--- src/shared/lpdc_pkg.sv ---
// Purpose: Constants for the luma peaking, noise reduction and comb configuration block
// Assumes: 8-bit luma samples, one sample per clock when valid
// Notes:   Register offsets are the byte addresses of the host register port
package lpdc_pkg;
   // ------------------------------------------------------------
   // Register offsets
   // ------------------------------------------------------------
   localparam logic [7:0] LPDC_OFS_SPLIT  = 8'h19;
   localparam logic [7:0] LPDC_OFS_NCOMB  = 8'h38;
   localparam logic [7:0] LPDC_OFS_PCOMB  = 8'h39;
   localparam logic [7:0] LPDC_OFS_NREN   = 8'h4D;
   localparam logic [7:0] LPDC_OFS_PEAK   = 8'hFB;
   localparam logic [7:0] LPDC_OFS_NTH2   = 8'hFC;
   // ------------------------------------------------------------
   // Field positions
   // ------------------------------------------------------------
   localparam int LPDC_NSF_LSB  = 2;
   localparam int LPDC_PSF_LSB  = 0;
   localparam int LPDC_TAP_LSB  = 6;
   localparam int LPDC_CCM_LSB  = 3;
   localparam int LPDC_YCM_LSB  = 0;
   localparam int LPDC_NREN_BIT = 5;
   // ------------------------------------------------------------
   // Reset values
   // ------------------------------------------------------------
   localparam logic [1:0] LPDC_RST_NSF  = 2'h0;
   localparam logic [1:0] LPDC_RST_PSF  = 2'h1;
   localparam logic [1:0] LPDC_RST_NTAP = 2'h2;
   localparam logic [1:0] LPDC_RST_PTAP = 2'h3;
   localparam logic [2:0] LPDC_RST_MODE = 3'h0;
   localparam logic [7:0] LPDC_RST_PEAK = 8'h40;
   localparam logic [7:0] LPDC_RST_NTH2 = 8'h04;
   localparam logic       LPDC_RST_NREN = 1'b1;
   // Unity peaking gain, 2.6 fixed point
   localparam logic [7:0] LPDC_UNITY    = 8'h40;
   localparam int         LPDC_GAIN_SH  = 6;
   // ------------------------------------------------------------
   // Comb mode codes
   // ------------------------------------------------------------
   localparam logic [2:0] LPDC_CM_ADAPT  = 3'h0;
   localparam logic [2:0] LPDC_CM_OFF    = 3'h4;
   localparam logic [2:0] LPDC_CM_TOP    = 3'h5;
   localparam logic [2:0] LPDC_CM_ALL    = 3'h6;
   localparam logic [2:0] LPDC_CM_BOTTOM = 3'h7;
   // Video standard codes from the standard detector or manual setting
   typedef enum logic [3:0] {
      LPDC_STD_NTSC_M, LPDC_STD_NTSC_J, LPDC_STD_PAL_BGHID, LPDC_STD_PAL_M,
      LPDC_STD_PAL_CN, LPDC_STD_PAL_60, LPDC_STD_NTSC_443, LPDC_STD_SECAM
   } lpdc_std_e;
endpackage

--- src/rtl/lpdc_peak_core.sv ---
// Purpose: Mid-band luma peaking followed by the second noise stage
// Assumes: Gain in 2.6 fixed point, one sample per valid
// Notes:   Three-tap band-pass centred near a quarter of the sample rate
`timescale 1ns/1ps
`default_nettype none
module lpdc_peak_core
   import lpdc_pkg::*;
#(
   parameter int W = 8
) (
   input  wire logic         clk,
   input  wire logic         rstn,
   input  wire logic         in_valid,
   input  wire logic [W-1:0] in_luma,
   input  wire logic [7:0]   gain,
   input  wire logic [7:0]   thresh,
   input  wire logic         nr_en,
   output logic [W-1:0]      out_luma
);
   // ------------------------------------------------------------
   // Tap line
   // ------------------------------------------------------------
   logic [W-1:0] t1_q, t1_d, t2_q, t2_d, t3_q, t3_d, t4_q, t4_d;
   logic [W-1:0] hold_q, hold_d, out_q, out_d;
   logic signed [W+1:0]  band;
   logic signed [W+10:0] boost, peaked;
   logic [W-1:0]         sat;
   logic [W:0]           edge_mag;

   always_comb begin
      t1_d   = in_valid ? in_luma : t1_q;
      t2_d   = in_valid ? t1_q : t2_q;
      t3_d   = in_valid ? t2_q : t3_q;
      t4_d   = in_valid ? t3_q : t4_q;
      // Neighbours two samples away put the peak at a quarter rate, not Nyquist
      band   = $signed({2'b00, t2_q}) - ($signed({2'b00, in_luma}) >>> 1)
               - ($signed({2'b00, t4_q}) >>> 1);
      // Gain scales only the band, unity leaves luma untouched
      boost  = (band * $signed({1'b0, gain})) >>> LPDC_GAIN_SH;
      peaked = $signed({11'h000, t2_q}) + boost - (W+11)'(band);
      if (peaked < 0) sat = '0;
      else if (peaked > $signed({11'h000, {W{1'b1}}})) sat = '1;
      else sat = peaked[W-1:0];
      // Second noise stage works on the peaked luma, own threshold
      edge_mag = (sat > hold_q) ? {1'b0, sat - hold_q} : {1'b0, hold_q - sat};
      hold_d = hold_q;
      out_d  = out_q;
      if (in_valid) begin
         if (nr_en && edge_mag <= {1'b0, thresh}) begin
            out_d = hold_q;        // Small step is noise
         end else begin
            out_d  = sat;          // Bypass skips only the noise stage
            hold_d = sat;
         end
      end
   end

   always_ff @(posedge clk or negedge rstn) begin
      if (!rstn) begin
         t1_q   <= '0;
         t2_q   <= '0;
         t3_q   <= '0;
         t4_q   <= '0;
         hold_q <= '0;
         out_q  <= '0;
      end else begin
         t1_q   <= t1_d;
         t2_q   <= t2_d;
         t3_q   <= t3_d;
         t4_q   <= t4_d;
         hold_q <= hold_d;
         out_q  <= out_d;
      end
   end
   assign out_luma = out_q;
endmodule
`default_nettype wire

--- src/rtl/lpdc_top.sv ---
// Purpose: Register port, standard selection and line-coherent comb settings
// Assumes: Host writes registers through a byte-wide address/data strobe port
// Notes:   Comb settings take effect only at the next line start
//
// Contract
// - Gain 0x40 passes luma unchanged
// - Peaking acts around 3 MHz band
// - Second noise stage follows peaking, own threshold
// - Threshold resets 0x04, edges up to and equal to it removed
// - Comb set follows detected or manual standard
// - NTSC set for NTSC M and J
// - PAL set for PAL variants, NTSC 4.43
// - NTSC split select, reset narrow
// - PAL split select, reset medium
// - NTSC taps 01/10/11, never write 00
// - NTSC chroma mode decode, reset adaptive
// - NTSC line counts per mode and taps
// - NTSC luma comb mode decode
// - PAL taps 01/10/11, reset 11
// - PAL chroma mode decode, reset adaptive
// - PAL line counts per mode and taps
// - Clearing the enable bit bypasses the second noise stage
`timescale 1ns/1ps
`default_nettype none
module lpdc_top
   import lpdc_pkg::*;
#(
   parameter int W = 8
) (
   input  wire logic         clk,
   input  wire logic         rstn,
   input  wire logic         reg_wr,
   input  wire logic         reg_rd,
   input  wire logic [7:0]   reg_addr,
   input  wire logic [7:0]   reg_wdata,
   output logic [7:0]        reg_rdata,
   input  wire logic [3:0]   video_std,
   input  wire logic         line_start,
   input  wire logic         in_valid,
   input  wire logic [W-1:0] in_luma,
   output logic [W-1:0]      out_luma,
   output logic              out_valid,
   output logic              comb_is_pal,
   output logic [1:0]        split_sel,
   output logic [2:0]        chroma_lines,
   output logic              chroma_adaptive,
   output logic              chroma_comb_off,
   output logic [1:0]        chroma_line_sel,
   output logic [2:0]        luma_lines,
   output logic              luma_adaptive,
   output logic              luma_comb_off,
   output logic [1:0]        luma_line_sel
);
   // ------------------------------------------------------------
   // Register file
   // ------------------------------------------------------------
   logic [1:0] nsf_q, nsf_d, psf_q, psf_d, ntap_q, ntap_d, ptap_q, ptap_d;
   logic [2:0] nccm_q, nccm_d, nycm_q, nycm_d, pccm_q, pccm_d;
   logic [7:0] peak_q, peak_d, nth2_q, nth2_d, rdata_q, rdata_d;
   logic       nren_q, nren_d;

   function automatic logic [1:0] keep_tap(input logic [1:0] nv, input logic [1:0] ov);
      // Code 00 is not a legal tap count, so keep the old value
      return (nv == 2'h0) ? ov : nv;
   endfunction

   always_comb begin
      nsf_d  = nsf_q;
      psf_d  = psf_q;
      ntap_d = ntap_q;
      ptap_d = ptap_q;
      nccm_d = nccm_q;
      nycm_d = nycm_q;
      pccm_d = pccm_q;
      peak_d = peak_q;
      nth2_d = nth2_q;
      nren_d = nren_q;
      if (reg_wr) begin
         case (reg_addr)
            LPDC_OFS_SPLIT: begin
               nsf_d = reg_wdata[LPDC_NSF_LSB +: 2];
               psf_d = reg_wdata[LPDC_PSF_LSB +: 2];
            end
            LPDC_OFS_NCOMB: begin
               ntap_d = keep_tap(reg_wdata[LPDC_TAP_LSB +: 2], ntap_q);
               nccm_d = reg_wdata[LPDC_CCM_LSB +: 3];
               nycm_d = reg_wdata[LPDC_YCM_LSB +: 3];
            end
            LPDC_OFS_PCOMB: begin
               ptap_d = keep_tap(reg_wdata[LPDC_TAP_LSB +: 2], ptap_q);
               pccm_d = reg_wdata[LPDC_CCM_LSB +: 3];
            end
            LPDC_OFS_NREN: nren_d = reg_wdata[LPDC_NREN_BIT];
            LPDC_OFS_PEAK: peak_d = reg_wdata;
            LPDC_OFS_NTH2: nth2_d = reg_wdata;
            default: ;
         endcase
      end
      rdata_d = rdata_q;
      if (reg_rd) begin
         case (reg_addr)
            LPDC_OFS_SPLIT: rdata_d = {4'h0, nsf_q, psf_q};
            LPDC_OFS_NCOMB: rdata_d = {ntap_q, nccm_q, nycm_q};
            LPDC_OFS_PCOMB: rdata_d = {ptap_q, pccm_q, 3'h0};
            LPDC_OFS_NREN:  rdata_d = {2'h0, nren_q, 5'h00};
            LPDC_OFS_PEAK:  rdata_d = peak_q;
            LPDC_OFS_NTH2:  rdata_d = nth2_q;
            default:        rdata_d = 8'h00;
         endcase
      end
   end

   always_ff @(posedge clk or negedge rstn) begin
      if (!rstn) begin
         nsf_q   <= LPDC_RST_NSF;
         psf_q   <= LPDC_RST_PSF;
         ntap_q  <= LPDC_RST_NTAP;
         ptap_q  <= LPDC_RST_PTAP;
         nccm_q  <= LPDC_RST_MODE;
         nycm_q  <= LPDC_RST_MODE;
         pccm_q  <= LPDC_RST_MODE;
         peak_q  <= LPDC_RST_PEAK;
         nth2_q  <= LPDC_RST_NTH2;
         nren_q  <= LPDC_RST_NREN;
         rdata_q <= 8'h00;
      end else begin
         nsf_q   <= nsf_d;
         psf_q   <= psf_d;
         ntap_q  <= ntap_d;
         ptap_q  <= ptap_d;
         nccm_q  <= nccm_d;
         nycm_q  <= nycm_d;
         pccm_q  <= pccm_d;
         peak_q  <= peak_d;
         nth2_q  <= nth2_d;
         nren_q  <= nren_d;
         rdata_q <= rdata_d;
      end
   end
   assign reg_rdata = rdata_q;

   // ------------------------------------------------------------
   // Comb set selection and decode
   // ------------------------------------------------------------
   typedef struct packed {
      logic       pal;
      logic [1:0] split;
      logic [2:0] c_lines;
      logic       c_adapt;
      logic       c_off;
      logic [1:0] c_sel;
      logic [2:0] y_lines;
      logic       y_adapt;
      logic       y_off;
      logic [1:0] y_sel;
   } lpdc_comb_s;

   // Lines used by a chroma comb for a mode and tap code
   function automatic logic [2:0] comb_lines(input logic [2:0] m, input logic [1:0] t);
      logic [2:0] base;
      base = 3'(t) + 3'h1;
      case (m)
         LPDC_CM_TOP, LPDC_CM_BOTTOM: comb_lines = base;        // 2/3/4
         LPDC_CM_ADAPT, LPDC_CM_ALL:  comb_lines = base + 3'h1; // 3/4/5
         default:                     comb_lines = 3'h0;
      endcase
   endfunction

   // Line set: 0 all, 1 top, 2 bottom
   function automatic logic [1:0] line_sel(input logic [2:0] m);
      case (m)
         LPDC_CM_TOP:    line_sel = 2'h1;
         LPDC_CM_BOTTOM: line_sel = 2'h2;
         default:        line_sel = 2'h0;
      endcase
   endfunction

   logic       is_pal;
   logic [2:0] c_mode;
   logic [1:0] c_tap;
   lpdc_comb_s live, act_q, act_d;

   always_comb begin
      // NTSC set only for M and J
      is_pal = !(video_std == LPDC_STD_NTSC_M || video_std == LPDC_STD_NTSC_J);
      c_mode = is_pal ? pccm_q : nccm_q;
      c_tap  = is_pal ? ptap_q : ntap_q;
      live.pal     = is_pal;
      live.split   = is_pal ? psf_q : nsf_q;
      // Chroma decode
      live.c_lines = comb_lines(c_mode, c_tap);
      live.c_adapt = (c_mode == LPDC_CM_ADAPT);
      live.c_off   = (c_mode == LPDC_CM_OFF) || (c_mode[2] == 1'b0 && c_mode != LPDC_CM_ADAPT);
      live.c_sel   = line_sel(c_mode);
      // Luma comb: three lines adaptive/all, two for top/bottom
      live.y_lines = (nycm_q == LPDC_CM_TOP || nycm_q == LPDC_CM_BOTTOM) ? 3'h2 :
                     (nycm_q == LPDC_CM_ADAPT || nycm_q == LPDC_CM_ALL) ? 3'h3 : 3'h0;
      live.y_adapt = (nycm_q == LPDC_CM_ADAPT);
      live.y_off   = (live.y_lines == 3'h0);
      live.y_sel   = line_sel(nycm_q);
      // Mid-line changes would split a line between settings
      act_d = line_start ? live : act_q;
   end

   always_ff @(posedge clk or negedge rstn) begin
      if (!rstn) begin
         act_q <= '0;
      end else begin
         act_q <= act_d;
      end
   end

   assign comb_is_pal     = act_q.pal;
   assign split_sel       = act_q.split;
   assign chroma_lines    = act_q.c_lines;
   assign chroma_adaptive = act_q.c_adapt;
   assign chroma_comb_off = act_q.c_off;
   assign chroma_line_sel = act_q.c_sel;
   assign luma_lines      = act_q.y_lines;
   assign luma_adaptive   = act_q.y_adapt;
   assign luma_comb_off   = act_q.y_off;
   assign luma_line_sel   = act_q.y_sel;

   // ------------------------------------------------------------
   // Luma path
   // ------------------------------------------------------------
   logic [1:0] fill_q, fill_d;
   logic       ovld_q, ovld_d;
   always_comb begin
      fill_d = in_valid ? {fill_q[0], 1'b1} : fill_q;
      // Core only advances on valid samples, so a fixed delay would mark stale data
      ovld_d = in_valid && fill_q[1];
   end
   always_ff @(posedge clk or negedge rstn) begin
      if (!rstn) begin
         fill_q <= 2'h0;
         ovld_q <= 1'b0;
      end else begin
         fill_q <= fill_d;
         ovld_q <= ovld_d;
      end
   end
   assign out_valid = ovld_q;

   lpdc_peak_core #(.W(W)) u_core (
      .clk      (clk),
      .rstn     (rstn),
      .in_valid (in_valid),
      .in_luma  (in_luma),
      .gain     (peak_q),
      .thresh   (nth2_q),
      .nr_en    (nren_q),
      .out_luma (out_luma)
   );

   // ------------------------------------------------------------
   // Checks
   // ------------------------------------------------------------
   property p_line_hold;
      @(posedge clk) disable iff (!rstn) !line_start |=> $stable(act_q);
   endproperty
   a_line_hold: assert property (p_line_hold) else $error("comb setting moved mid line");

   property p_ntsc_sel;
      @(posedge clk) disable iff (!rstn)
         line_start && video_std == LPDC_STD_NTSC_M |=> !comb_is_pal;
   endproperty
   a_ntsc_sel: assert property (p_ntsc_sel) else $error("NTSC M not on NTSC set");

   property p_pal_sel;
      @(posedge clk) disable iff (!rstn)
         line_start && video_std == LPDC_STD_NTSC_443 |=> comb_is_pal;
   endproperty
   a_pal_sel: assert property (p_pal_sel) else $error("NTSC 4.43 not on PAL set");

   property p_tap_keep;
      @(posedge clk) disable iff (!rstn)
         reg_wr && reg_addr == LPDC_OFS_NCOMB && reg_wdata[7:6] == 2'h0 |=> $stable(ntap_q);
   endproperty
   a_tap_keep: assert property (p_tap_keep) else $error("illegal tap code stored");

   property p_fix_lines;
      @(posedge clk) disable iff (!rstn)
         line_start && c_mode == LPDC_CM_TOP && c_tap == 2'h3 |=> chroma_lines == 3'h4;
   endproperty
   a_fix_lines: assert property (p_fix_lines) else $error("fixed top line count wrong");

   property p_adapt_lines;
      @(posedge clk) disable iff (!rstn)
         line_start && c_mode == LPDC_CM_ADAPT && c_tap == 2'h1 |=> chroma_lines == 3'h3;
   endproperty
   a_adapt_lines: assert property (p_adapt_lines) else $error("adaptive line count wrong");

   property p_chroma_off;
      @(posedge clk) disable iff (!rstn)
         line_start && c_mode == LPDC_CM_OFF |=> chroma_comb_off && chroma_lines == 3'h0;
   endproperty
   a_chroma_off: assert property (p_chroma_off) else $error("chroma comb not off");

   property p_luma_fixed;
      @(posedge clk) disable iff (!rstn)
         line_start && nycm_q == LPDC_CM_ALL |=> luma_lines == 3'h3 && !luma_adaptive;
   endproperty
   a_luma_fixed: assert property (p_luma_fixed) else $error("luma fixed comb wrong");

   property p_unity;
      @(posedge clk) disable iff (!rstn)
         !nren_q && peak_q == LPDC_UNITY && in_valid ##1 in_valid ##1 in_valid
         |=> out_luma == $past(in_luma, 3);
   endproperty
   a_unity: assert property (p_unity) else $error("unity gain altered luma");
endmodule
`default_nettype wire

--- config.mk ---
export PLATFORM = sky130hd
export DESIGN_NAME = lpdc_top
export DESIGN_NICKNAME = d
export VERILOG_FILES = /design/src/shared/lpdc_pkg.sv /design/src/rtl/lpdc_peak_core.sv /design/src/rtl/lpdc_top.sv
export SDC_FILE = /design/constraint.sdc
export NUM_CORES = 1
export LEC_CHECK = 0
export ABC_AREA = 1
export CAP_MARGIN = 20
export CORE_ASPECT_RATIO = 0.5
export CORE_MARGIN = 4
export CORE_UTILIZATION = 65
export CTS_CLUSTER_SIZE = 24
export DETAILED_ROUTE_END_ITERATION = 6
export DONT_BUFFER_PORTS = 1
export GPL_ROUTABILITY_DRIVEN = 0
export PLACE_DENSITY = 0.81
export SETUP_SLACK_MARGIN = 0.4
export SLEW_MARGIN = 20
export SYNTH_ARGS = -nofsm -noshare
export SYNTH_HDL_FRONTEND = slang
export SYNTH_SLANG_ARGS = --single-unit
--- constraint.sdc ---
create_clock -name clk -period 28.7 [get_ports clk]
set_clock_uncertainty 0.05 [all_clocks]
set_input_delay 5.74 -clock clk [delete_from_list [all_inputs] [get_ports clk]]
set_output_delay 5.74 -clock clk [all_outputs]
set_load 0.05 [all_outputs]
* Word level (Yosys, flattened, before mapping) *
Index checks and enable logic that the tools add are counted.
Widths: inputs -> output; s select.

word-level totals
  flip-flop bits (word level) = 102
  bits of input ports = 34
  output and inout port bits = 34
  word-level logic and storage cells = 96

operators by class
  add/subtract/negate cells = 8
  $mul = 1
  $lt $le $gt $ge = 4
  eq/ne operators = 14
  mux-type cells = 13
  bitwise logic cells = 3
  reduce and logical (&&, ||, !) cells = 25

operators by type and width
  operator             count
  $pmux 8 s6           1
  $mux 8               4
  $eq 3x3->1 const B   7
  $gt 19x9->1 const B  1
  $lt 19x1->1 const B  1
  $mul 10x9->19        1
  $eq 8x6->1 const B   2
  $eq 8x8->1 const B   2
  $sub 8x8->8          2
  $sub 14x10->15       1
  $add 9x13->14        1
  $reduce_and 2->1     7
  $sub 9x8->10         1
  $le 9x8->1           1
  $logic_not 3->1      3
  $sub 8x7->9          1
  $eq 8x5->1 const B   1
  $eq 8x7->1 const B   1
  $gt 8x8->1           1
  $mux 2               4
  $pmux 2 s2           2
  $pmux 3 s2           1
  $reduce_and 3->1     2
  $eq 4x1->1 const B   1
  other kinds (11)     19

* Longest topological paths before layout *
Gate-level depths: netlist of the first run.

  depth after elaboration = 14
  gate-level depth with buffers = 73
  gate-level depth less buffers = 73

* Modules after synthesis *
Synthesis of the first run repeated with hierarchy kept, for this count alone.

unflattened totals
  cells, all modules = 1340
  area, all modules = 10282.4 µm²

by module, submodules not included
  module          instances  cells an instance  area each (µm²)  sequential area each (µm²)
  lpdc_peak_core  1          991                7264.5           950.9
  lpdc_top        1          349                3017.9           1535.2

* Worst setup path after synthesis of the first run *
OpenSTA, ideal clock, no wires.

  path kind = input to register
  start point = in in_luma[1]
  end point = reg u_core.hold_q[1]
  library setup time = 0.118 ns
  arrival time = 15.717 ns
  required time = 28.532 ns
  setup slack = 12.815 ns
  stages on the path = 65
  path buffers = 0
  path through = ha_1 -> fa_1 -> o21ai_1 -> a21o_1 -> a21oi_2 -> xor2_1 -> inv_1 -> ha_1 -> a21oi_1 -> o21ai_0 -> a31oi_1 -> nand2_4 -> nand2_8 -> inv_8 -> nor2_4 -> inv_2 -> fa_1 -> fa_1 -> [29 not listed] -> a21oi_1 -> nand2_1 -> nand2_2 -> inv_2 -> o21ai_0 -> nand2_1 -> xnor2_1 -> inv_1 -> ha_1 -> nand2_1 -> nor2_1 -> nand4_1 -> o211ai_1 -> o31ai_1 -> a21oi_4 -> inv_1 -> nand2_1 -> nand2_1

on the way
  longest elaborated chain between the ends = 14
  elaborated cells on any way between the ends = 18
  those cells by class = add/sub (6); mul (1); order compare (4); mux (4); bitwise (1); reduce/logical (2)

ends and longest elaborated chain
  item                                       RTL line              RTL
  start, declared                            lpdc_top.sv:40        input wire logic [W-1:0] in_luma,
  $sub 8x7->9 *                              lpdc_peak_core.sv:36  band = $signed({2'b00, t2_q}) - ($signed({2'b00, in_luma}) >>> 1)
  $sub 9x8->10 *                             lpdc_peak_core.sv:37  - ($signed({2'b00, t4_q}) >>> 1);
  $mul 10x9->19                              lpdc_peak_core.sv:39  boost = (band * $signed({1'b0, gain})) >>> LPDC_GAIN_SH;
  $add 9x13->14                              lpdc_peak_core.sv:40  peaked = $signed({11'h000, t2_q}) + boost - (W+11)'(band);
  $sub 14x10->15 *                           lpdc_peak_core.sv:40
  $gt 19x9->1                                lpdc_peak_core.sv:42  else if (peaked > $signed({11'h000, {W{1'b1}}})) sat = '1;
  $mux 8                                     lpdc_peak_core.sv:42
  $mux 8 *                                   lpdc_peak_core.sv:41  if (peaked < 0) sat = '0;
  $sub 8x8->8 or $gt 8x8->1 (tied branches)  lpdc_peak_core.sv:45  edge_mag = (sat > hold_q) ? {1'b0, sat - hold_q} : {1'b0, hold_q - sat};
  $mux 8                                     lpdc_peak_core.sv:45
  $le 9x8->1                                 lpdc_peak_core.sv:49  if (nr_en && edge_mag <= {1'b0, thresh}) begin
  $logic_and 1x1->1                          lpdc_peak_core.sv:49
  $not 1->1 (no line)                        -
  $reduce_and 2->1 (no line)                 -
  end signal, assigned                       lpdc_peak_core.sv:71  hold_q <= hold_d;
  end, declared                              lpdc_peak_core.sv:24  logic [W-1:0] hold_q, hold_d, out_q, out_d;

Mark *: on every way between the ends. The rest lies on a longest branch, timed or not. The select of a mux whose other input is x is not followed.
A chain may end at the register's enable or synchronous reset.

* Final worst setup path of the first run *
Ends and elaborated chain as after synthesis.

==> impl_metrics.yaml, run 1 <==
finish:
  area_delta_synth_final_pct: 4.611
  antennaDiodeCount: 0
  n_fill_cell: 1240
  fin_nets: 1561
  drive_gt1_frac: 0.06833
global_route:
  grt_use_met3: 0.06687
  grt_max_degree: 100
  grt_pass1_vias: 8593
  globalRouteMet1Util: 0.3924
  met2_usage: 0.4258
  top_usage_layer: "met2"
  grt-ovfl-total: 0
  grt_pass1_wl_um: 40560
  grt_antenna_before_repair: 0
  grtUsageTotal: 0.2737
drt:
  drtIter0Drc: 806
  drt_wl_total_um: 23420
  drtAntennaViolNets: 0
  vias: 8617
  via_per_inst: 5.506
  first_pass_iters: 5
  drc: 0
  wl_per_cell_um: 14.96
synth:
  ys_seq_elements: 99
  synth_cells: 1366
  synth_area_mm2: 0.01026
  ys_types: 55
  async_flop_share: 1.000
  yosysSeqAreaShare: 0.2424
  yosys_warnings: 0
  synthTopCellsByArea: "dfrtp_1, fa_1, nand2_1"
  postSynthAreaPerCell_um2: 7.509
  synth_ff_type: "dfrtp_1"
  synth-edff-count: 0
  synth.largest_area_cell: "dfrtp_1"
  synthesis.nets: 1571
  yosysTopAreaCellShare: 0.2244
cts:
  insertion_delay_ps: 360
  cts-hold-fix-buffers: 0
  clk_pin_slew_ps: 70
  clockBufferDepth: 2
  post-cts-setup-buffers: 0
  htree_levels: 3
  clock_sinks: 99
  cts_root_buf: "clkbuf_16"
  cts_buffers: 9
  cts_tree: "done"
  post_cts_resized: 0
placement:
  io_buffers: 0
  hpwl_um: 19040
floorplanning:
  io-pin-count: 68
  core-area_mm2: 0.01541
  fp.dieW_um: 185.7
  die-area_mm2: 0.01798
  num_rows: 32
  fp.dieH_um: 96.83
  start_util: 0.6654
critical_path:
  cp_slowest_cell: "fa_1"
  cp-start-kind: "input port"
  worstPathArrival_ps: 17340
  path_common_cell: "nand2_1"
  ff2ff_path_depth: 66
  max_stage_delay_ps: 560
  crit_fanout: 11
  worstSetupEndpointType: "flop"
  cp.required_ps: 28890
  path_class: "input port to flop"
timing:
  fmax_ghz: 0.05832
  tightest_slew_ps: 660.1
  drv_slew: 0
  relSlewSlack: 0.5599
  hold_viol_final: 0
  period_share: 0.5974
  setup_viol: 0
  fin_setup_tns_ps: 0
  period_needed_ps: 17150
  rsz0062_at_grt: "no"
run:
  maxCapViolCount: 0
hold_path:
  hold_path_class: "flop to flop"
  hold_depth: 2
run_status:
  outcome: "complete, no violations"
==> cells in the mapped netlist (5+ instances only) <==
cell type and n:
nand4_1 16, inv_1 292, nor3_2 5, inv_2 11, clkbuf_1 12, dfstp_2 7, buf_2 7, dfrtp_1 92
nand2_2 11, xnor2_1 18, a21o_1 5, fa_1 77, o21ai_0 89, nand2_1 343, nor2_1 78, o21ai_1 7
nor3_1 6, nor2_2 7, nand3_1 50, a21oi_1 50, xor2_1 16, nor2_4 8, mux2_2 7, ha_1 94
==> area by class of cell <==
type / count / area, um2 / share of cell area
multi-input cells: 936 / 6495 / 0.6053
flip-flops and latches: 99 / 2486 / 0.2317
inverters: 309 / 1170 / 0.1090
well taps: 204 / 255.2 / 0.02379
clock buffers: 9 / 225.2 / 0.02099
clock inverters: 7 / 91.34 / 0.008512
repair buffers: 1 / 7.507 / 0.0006996
==> critical path: cells and delay by family <==
kind | cells | cell delay (ps)
fa+ha+maj | 13 | 4840
compound gates | 16 | 2970
simple gates | 21 | 2420
buf+inv | 13 | 1050
xor+xnor | 2 | 300
==> kinds of logic (layout without fill, tap and decap cells) <==
kind of cell	Yosys count	in the layout	share of synthesized area
muxes	7	7	0.007685
adders and majority gates	171	171	0.2649
buffers and inverters	331	326	0.1244
other	1	1	0.0003656
xor gates and xnor gates	35	35	0.03062
and+or+nand+nor	540	540	0.2301
DFF	99	99	0.2424
AOI/OAI and AO/OA	182	182	0.09954
==> flip-flops by register name (all words and copies together), names as in the netlist, 2 cells and up <==
signal,count
ptap_q,2
nsf_q,2
chroma_line_sel,2
reg_rdata,8
luma_line_sel,2
nccm_q,3
split_sel,2
u_core.t2_q,8
psf_q,2
u_core.t1_q,8
chroma_lines,3
pccm_q,3
ntap_q,2
u_core.hold_q,8
nth2_q,8
luma_lines,2
u_core.t4_q,7
peak_q,8
nycm_q,3
fill_q,2
u_core.t3_q,7
==> per-stage QoR <==
| step | utilization | cells | instance area [um2] | setup WS [ps] | hold slack (ps) |
|---|---|---|---|---|---|
| 2_1_floorplan | - | 1366 | 10260 | 12820 | 383.4 |
| 3_3_place_gp | 0.6756 | 1549 | 10410 | 11720 | 387.8 |
| 3_5_place_dp | 0.6756 | 1549 | 10410 | 11460 | 396.3 |
| 4_1_cts | 0.6961 | 1565 | 10730 | 11730 | 413.0 |
| 5_1_grt | 0.6961 | 1565 | 10730 | 10840 | 445.9 |
| 6_report | 0.6961 | 1565 | 10730 | 11550 | 415.2 |
==> routing by layer <==
layer  up-vias  routed length, um
met5         -                  0
met4         0                313
met3        27               2139
met2       326              10350
met1      4070              10620
li1       4194                  -
==> final timing paths <==
| kind | slack (ps) | startpoint | endpoint |
|---|---|---|---|
| hold / removal | 420 | fill_q[1]$_DFFE_PN0P_ | out_valid$_DFF_PN0_ |
| setup reg to reg | 16530 | u_core.t2_q[0]$_DFFE_PN0P_ | u_core.hold_q[1]$_DFFE_PN0P_ |
| setup / recovery | 11550 | in_luma[1] | u_core.hold_q[1]$_DFFE_PN0P_ |
| hold reg to reg | 420 | fill_q[1]$_DFFE_PN0P_ | out_valid$_DFF_PN0_ |
| max in group asynchronous | 23370 | rstn | ntap_q[1]$_DFFE_PN1P_ |
| min in group asynchronous | 5010 | rstn | luma_lines[0]$_DFFE_PN0P_ |
==> layout by cell type, fill, tap and decap left out, drive strengths merged <==
master,Yosys,routed
o2111ai,4,4
clkbuf,12,9
inv,305,308
o211ai,4,4
xor2,17,17
and2,1,1
nand2,359,359
a221oi,1,1
nor2,93,93
nor3,11,11
a21oi,52,52
dfstp,7,7
ha,94,94
mux2,7,7
nand3,53,53
nor4,2,2
o21ai,98,98
a211oi,2,2
o31ai,1,1
buf,10,1
conb,1,1
o21bai,1,1
o21a,1,1
nand3b,1,1
o311ai,1,1
fa,77,77
dfrtp,92,92
a21o,6,6
o22ai,3,3
a31oi,3,3
nand4,16,16
clkinv,4,8
a22oi,1,1
o221ai,3,3
or2,4,4
o211a,1,1
xnor2,18,18
Power of run 1 is left out: the tool's default activity adds up to more than one toggle a clock period on the data nets, which glitch-free logic cannot reach.
==> run 2, diff against run 1 <==
ABC_AREA = 0   (was 1)
CORE_UTILIZATION = 60   (was 65)
PLACE_DENSITY = 0.79   (was 0.81)
clock period = 13.76 ns   (was 28.7 ns; I/O delays follow)
==> impl_metrics.yaml, run 2 <==
synth:
  postSynthAreaPerCell_um2: 9.400
  netlist_top_cells_count: "inv_1, ha_1, dfrtp_1"
  yosysTopAreaCellShare: 0.2389
  synth_area_mm2: 0.009635
  synth_cells: 1025
  ys_seq_elements: 99
  synth.largest_area_cell: "dfrtp_1"
  synthesis.nets: 1230
  synth-edff-count: 0
  synthTopCellsByArea: "dfrtp_1, fa_1, ha_1"
  synth_ff_type: "dfrtp_1"
  yosys_warnings: 0
  ys_types: 67
  async_flop_share: 1.000
  synth.most_common_cell: "inv_1"
  yosysSeqAreaShare: 0.2580
finish:
  final_core_util: 0.7661
  n_fill_cell: 887
  drive_gt1_frac: 0.2966
  final_common_cell: "inv_1"
  most-common-layout-cells: "inv_1, buf_4, dfrtp_1, nand2_1, ha_1"
  seq_area_mm2: 0.002486
  area_delta_synth_final_pct: 23.84
  multiInputGateArea_mm2: 0.007041
  antennaDiodeCount: 0
  fin_cells: 1364
  fin_nets: 1360
timing:
  tightest_slew_ps: 881.1
  hold_slack_ps: 435.0
  relSlewSlack: 0.4094
  fmax_ghz: 0.07091
  hold_viol_final: 0
  fin_setup_tns_ps: -2584
  period_needed_ps: 14100
  rsz0062_at_grt: "yes"
  period_share: 1.025
  setup_viol: 8
  drv_slew: 0
  setup_slack_ps: -342.7
placement:
  io_buffers: 0
  dp.cells: 1312
  pre_cts_ws_ps: -679.4
  hpwl_um: 18120
cts:
  clockBufferDepth: 2
  htree_levels: 3
  clock_sinks: 99
  insertion_delay_ps: 350
  clk_pin_slew_ps: 70
  cts_root_buf: "clkbuf_16"
  cts_tree: "done"
  cts-hold-fix-buffers: 0
  cts_buffers: 9
floorplanning:
  io-pin-count: 68
  start_util: 0.6187
  fp.dieW_um: 187.2
  core-area_mm2: 0.01557
  num_rows: 32
  fp.dieH_um: 97.61
  die-area_mm2: 0.01827
critical_path:
  cp.required_ps: 13940
  worstPathArrival_ps: 14280
  rrSetupSlack_ps: 1510
  path_class: "input port to flop"
  cp_num_buf_inv: 10
  worstSetupEndpointType: "flop"
  cp_slowest_cell: "fa_1"
  path_common_cell: "fa_1"
  crit_fanout: 8
  cp-start-kind: "input port"
  cpLargestDelayFamily: "adder cells"
  max_stage_delay_ps: 590
drt:
  vias: 8044
  first_pass_iters: 5
  via_per_inst: 5.897
  drtIter0Drc: 573
  drt_wl_total_um: 26350
  wl_per_cell_um: 19.32
  drtAntennaViolNets: 0
  drc: 0
global_route:
  grt_antenna_before_repair: 0
  top_usage_layer: "met2"
  grt_pass1_vias: 8456
  grt_pass1_wl_um: 41210
  grt_max_degree: 100
  globalRouteMet1Util: 0.3474
  grt-ovfl-total: 0
  grt_use_met3: 0.06317
  met2_usage: 0.4685
  grtUsageTotal: 0.2751
hold_path:
  hold_path_class: "flop to flop"
run_status:
  violations: "setup timing"
  outcome: "finished, violations left"
pwr:
  power_leakage_uw: 0.005686
  peakVddDrop_mv: 0.1699
  clkPwrFrac: 0.080
  power_density_mw_per_mm2: 266.3
  p_int_uw: 1676
  comb_power_share: 0.787
  p_seq_frac: 0.134
  p_switching_uw: 1502
  swShare: 0.4725
run:
  maxCapViolCount: 0
## run 2: cells by family (layout without fill, tap and decap cells)
kind of cell,Yosys count,count (layout),synth area share
simple gates,242,242,0.1276
other cells,1,1,0.0003892
flops,99,99,0.2580
fa+ha+maj,171,171,0.2820
buf+inv,213,348,0.08401
mux,75,75,0.08700
compound gates,180,180,0.1209
xor+xnor,44,44,0.03999
## run 2: cell type report
type,instances,share of cell area
inverter,186,0.05851
clock buffer,9,0.01887
sequential,99,0.2083
clock inverter,7,0.006711
timing repair buffer,146,0.09615
tap,204,0.02139
multi-input combinational,713,0.5900
## run 2: worst paths after layout
path	start	end	cells past startpoint
worst max-delay path	in_luma[1]	u_core.hold_q[4]$_DFFE_PN0P_	53
worst min-delay path	u_core.t1_q[7]$_DFFE_PN0P_	u_core.t2_q[7]$_DFFE_PN0P_	2
worst max register to register	u_core.t2_q[0]$_DFFE_PN0P_	u_core.hold_q[4]$_DFFE_PN0P_	54
worst min register to register	u_core.t1_q[7]$_DFFE_PN0P_	u_core.t2_q[7]$_DFFE_PN0P_	2
max in group asynchronous	rstn	peak_q[6]$_DFFE_PN1P_	0
min in group asynchronous	rstn	luma_lines[1]$_DFFE_PN0P_	0
## run 2: routing by layer
metal	part of all wire	routed length [um]	vias up
li1	-	-	3676
met1	0.40	10500	3929
met2	0.48	12650	338
met3	0.080	2115	101
met4	0.041	1088	0
met5	0	0	-
## run 2: worst min-delay path: cells and delay by family (launching register included)
kind            cells  cell delay, ps
compound gates      1              60
flops               1             340
simple gates        1              50
## run 2: power groups by stage
stage	Sequential, uW	Clock, uW	Combinational, uW
after floorplan	409	0	1350
after global placement	422	0	1960
after detailed placement	425	0	2040
after CTS	420	255	2220
after global routing	428	268	2720
final	424	254	2500
## run 2: metrics by stage
step	cell area, um2	power, uW
floorplan	9879	1760
global placement	10840	2385
detailed placement	10840	2466
CTS	11580	2894
global route	11930	3412
finish	11930	3178
## run 2: timing repair
action,in CTS,in global routing
endpoints found under the setup margin,8,8
pin swaps,75,44
resized for setup,55,40
buffers inserted,24,12
Power figures use the tool's default switching activity.
==> run 3, diff against run 2 <==
--- a/constraint.sdc
+++ b/constraint.sdc
@@ -3,3 +3,3 @@
 set_input_delay 2.752 -clock clk [delete_from_list [all_inputs] [get_ports clk]]
 set_output_delay 2.752 -clock clk [all_outputs]
-set_load 0.05 [all_outputs]
+set_load 0.01 [all_outputs]
==> impl_metrics.yaml, run 3 (synthesized netlist as in run 2, its figures left out) <==
run_status:
  violations: "setup timing"
  outcome: "finished, violations left"
critical_path:
  path_class: "input port to flop"
  cp_slowest_cell: "fa_1"
  crit_fanout: 8
  cp.required_ps: 13930
  path_common_cell: "fa_1"
  max_stage_delay_ps: 550
  rrSetupSlack_ps: 1690
  cp-start-kind: "input port"
  worstSetupEndpointType: "flop"
  worstPathArrival_ps: 14150
finish:
  fin_nets: 1350
  area_delta_synth_final_pct: 20.63
  most-common-layout-cells: "inv_1, buf_4, dfrtp_1, ha_1, nand2_1"
  final_common_cell: "inv_1"
  drive_gt1_frac: 0.2696
  antennaDiodeCount: 0
floorplanning:
  fp.dieH_um: 97.61
  core-area_mm2: 0.01557
  start_util: 0.6187
  die-area_mm2: 0.01827
  io-pin-count: 68
  fp.dieW_um: 187.2
  num_rows: 32
timing:
  period_needed_ps: 13980
  relSlewSlack: 0.4212
  setup_slack_ps: -223.1
  setup_viol: 8
  rsz0062_at_grt: "yes"
  hold_viol_final: 0
  hold_slack_ps: 412.8
  period_share: 1.016
  tightest_slew_ps: 863.5
  fmax_ghz: 0.07152
  drv_slew: 0
drt:
  first_pass_iters: 5
  drc: 0
  wl_met1_um: 10010
  drtIter0Drc: 521
  via_per_inst: 5.785
  drtAntennaViolNets: 0
  vias: 7833
  dr_wl_met3_um: 2034
  wl_per_cell_um: 17.98
  route.met2.wl_um: 11890
  drt_wl_total_um: 24340
  top_layer: "met4"
cts:
  cts_root_buf: "clkbuf_16"
  htree_levels: 3
  clockBufferDepth: 2
  clock_sinks: 99
  cts-hold-fix-buffers: 0
  insertion_delay_ps: 340
  cts_buffers: 9
  clk_pin_slew_ps: 60
  cts_tree: "done"
global_route:
  grt_pass1_vias: 8301
  grt-ovfl-total: 0
  grt_antenna_before_repair: 0
  grt_pass1_wl_um: 40200
  grt_max_degree: 100
  grtUsageTotal: 0.2676
run:
  maxCapViolCount: 0
placement:
  pre_cts_ws_ps: -804.1
  hpwl_um: 18520
  io_buffers: 0
pwr:
  power_density_mw_per_mm2: 255.3
  peakVddDrop_mv: 0.1493
  power_leakage_uw: 0.005573
hold_path:
  hold_path_class: "flop to flop"
[run 3: cell count changes in the layout (fill, tap and decap cells not counted), moves of 3 or more]
cell | before | now
ha_4 | 18 | 11
and2_1 | 37 | 40
and2_4 | 5 | 2
o21ai_1 | 7 | 11
mux2_2 | 55 | 60
buf_4 | 137 | 129
ha_1 | 74 | 80
mux2_4 | 9 | 4
xnor2_1 | 26 | 29
o21ai_2 | 6 | 3
[run 3: layer usage]
metal | global-route usage | vias up
met2 | 0.4646 | 283
met3 | 0.06210 | 40
met5 | 0 | -
li1 | - | 3647
met4 | 0.06758 | 0
met1 | 0.3410 | 3863
[run 3: repair_timing]
| action | in CTS | in global routing |
|---|---|---|
| gates resized for setup | 40 | 21 |
| setup buffers | 17 | 10 |
| endpoints found under the hold margin | 0 | 0 |
| endpoints found under the setup margin | 8 | 8 |
| pin swaps | 53 | 30 |
[run 3: path summary, 6_finish.rpt]
kind	from	to	cells past startpoint
min in group asynchronous	rstn	luma_lines[1]$_DFFE_PN0P_	0
worst min-delay path	fill_q[0]$_DFFE_PN0P_	fill_q[0]$_DFFE_PN0P_	1
worst max-delay path	in_luma[1]	u_core.hold_q[0]$_DFFE_PN0P_	52
worst max register to register	u_core.t2_q[0]$_DFFE_PN0P_	u_core.hold_q[0]$_DFFE_PN0P_	53
worst min register to register	fill_q[0]$_DFFE_PN0P_	fill_q[0]$_DFFE_PN0P_	1
max in group asynchronous	rstn	peak_q[6]$_DFFE_PN1P_	0
[run 3: worst max-delay path, delay by kind of cell]
| kind | cells | cell delay [ps] |
|---|---|---|
| compound gates | 17 | 3010 |
| xor+xnor | 3 | 490 |
| mux | 2 | 580 |
| buf+inv | 9 | 1060 |
| simple gates | 9 | 1900 |
| fa+ha+maj | 12 | 4350 |
[run 3: power breakdown]
| part | switching [uW] | internal (uW) |
|---|---|---|
| Clock | 107 | 130 |
| Sequential | 47.1 | 325 |
| Combinational | 1190 | 1160 |
[run 3: area by class of cell]
class / instances / area, um2
multi-input combinational: 713 / 6839
fill: 951 / 3951
sequential: 99 / 2486
timing repair buffer: 136 / 1065
inverter: 186 / 698.2
tap: 204 / 255.2
clock buffer: 12 / 246.5
clock inverter: 4 / 33.78
[run 3: through the flow]
stage	utilization	power (uW)	instance area (um2)	cells	setup TNS [ps]
after floorplan	-	1710	9879	1025	0
after detailed placement	0.6954	2410	10830	1311	-6328
after global placement	0.6954	2326	10830	1311	-2891
after CTS	0.7348	2812	11440	1344	-24.68
after global routing	0.7463	3222	11620	1354	-6501
final	0.7463	2968	11620	1354	-1751
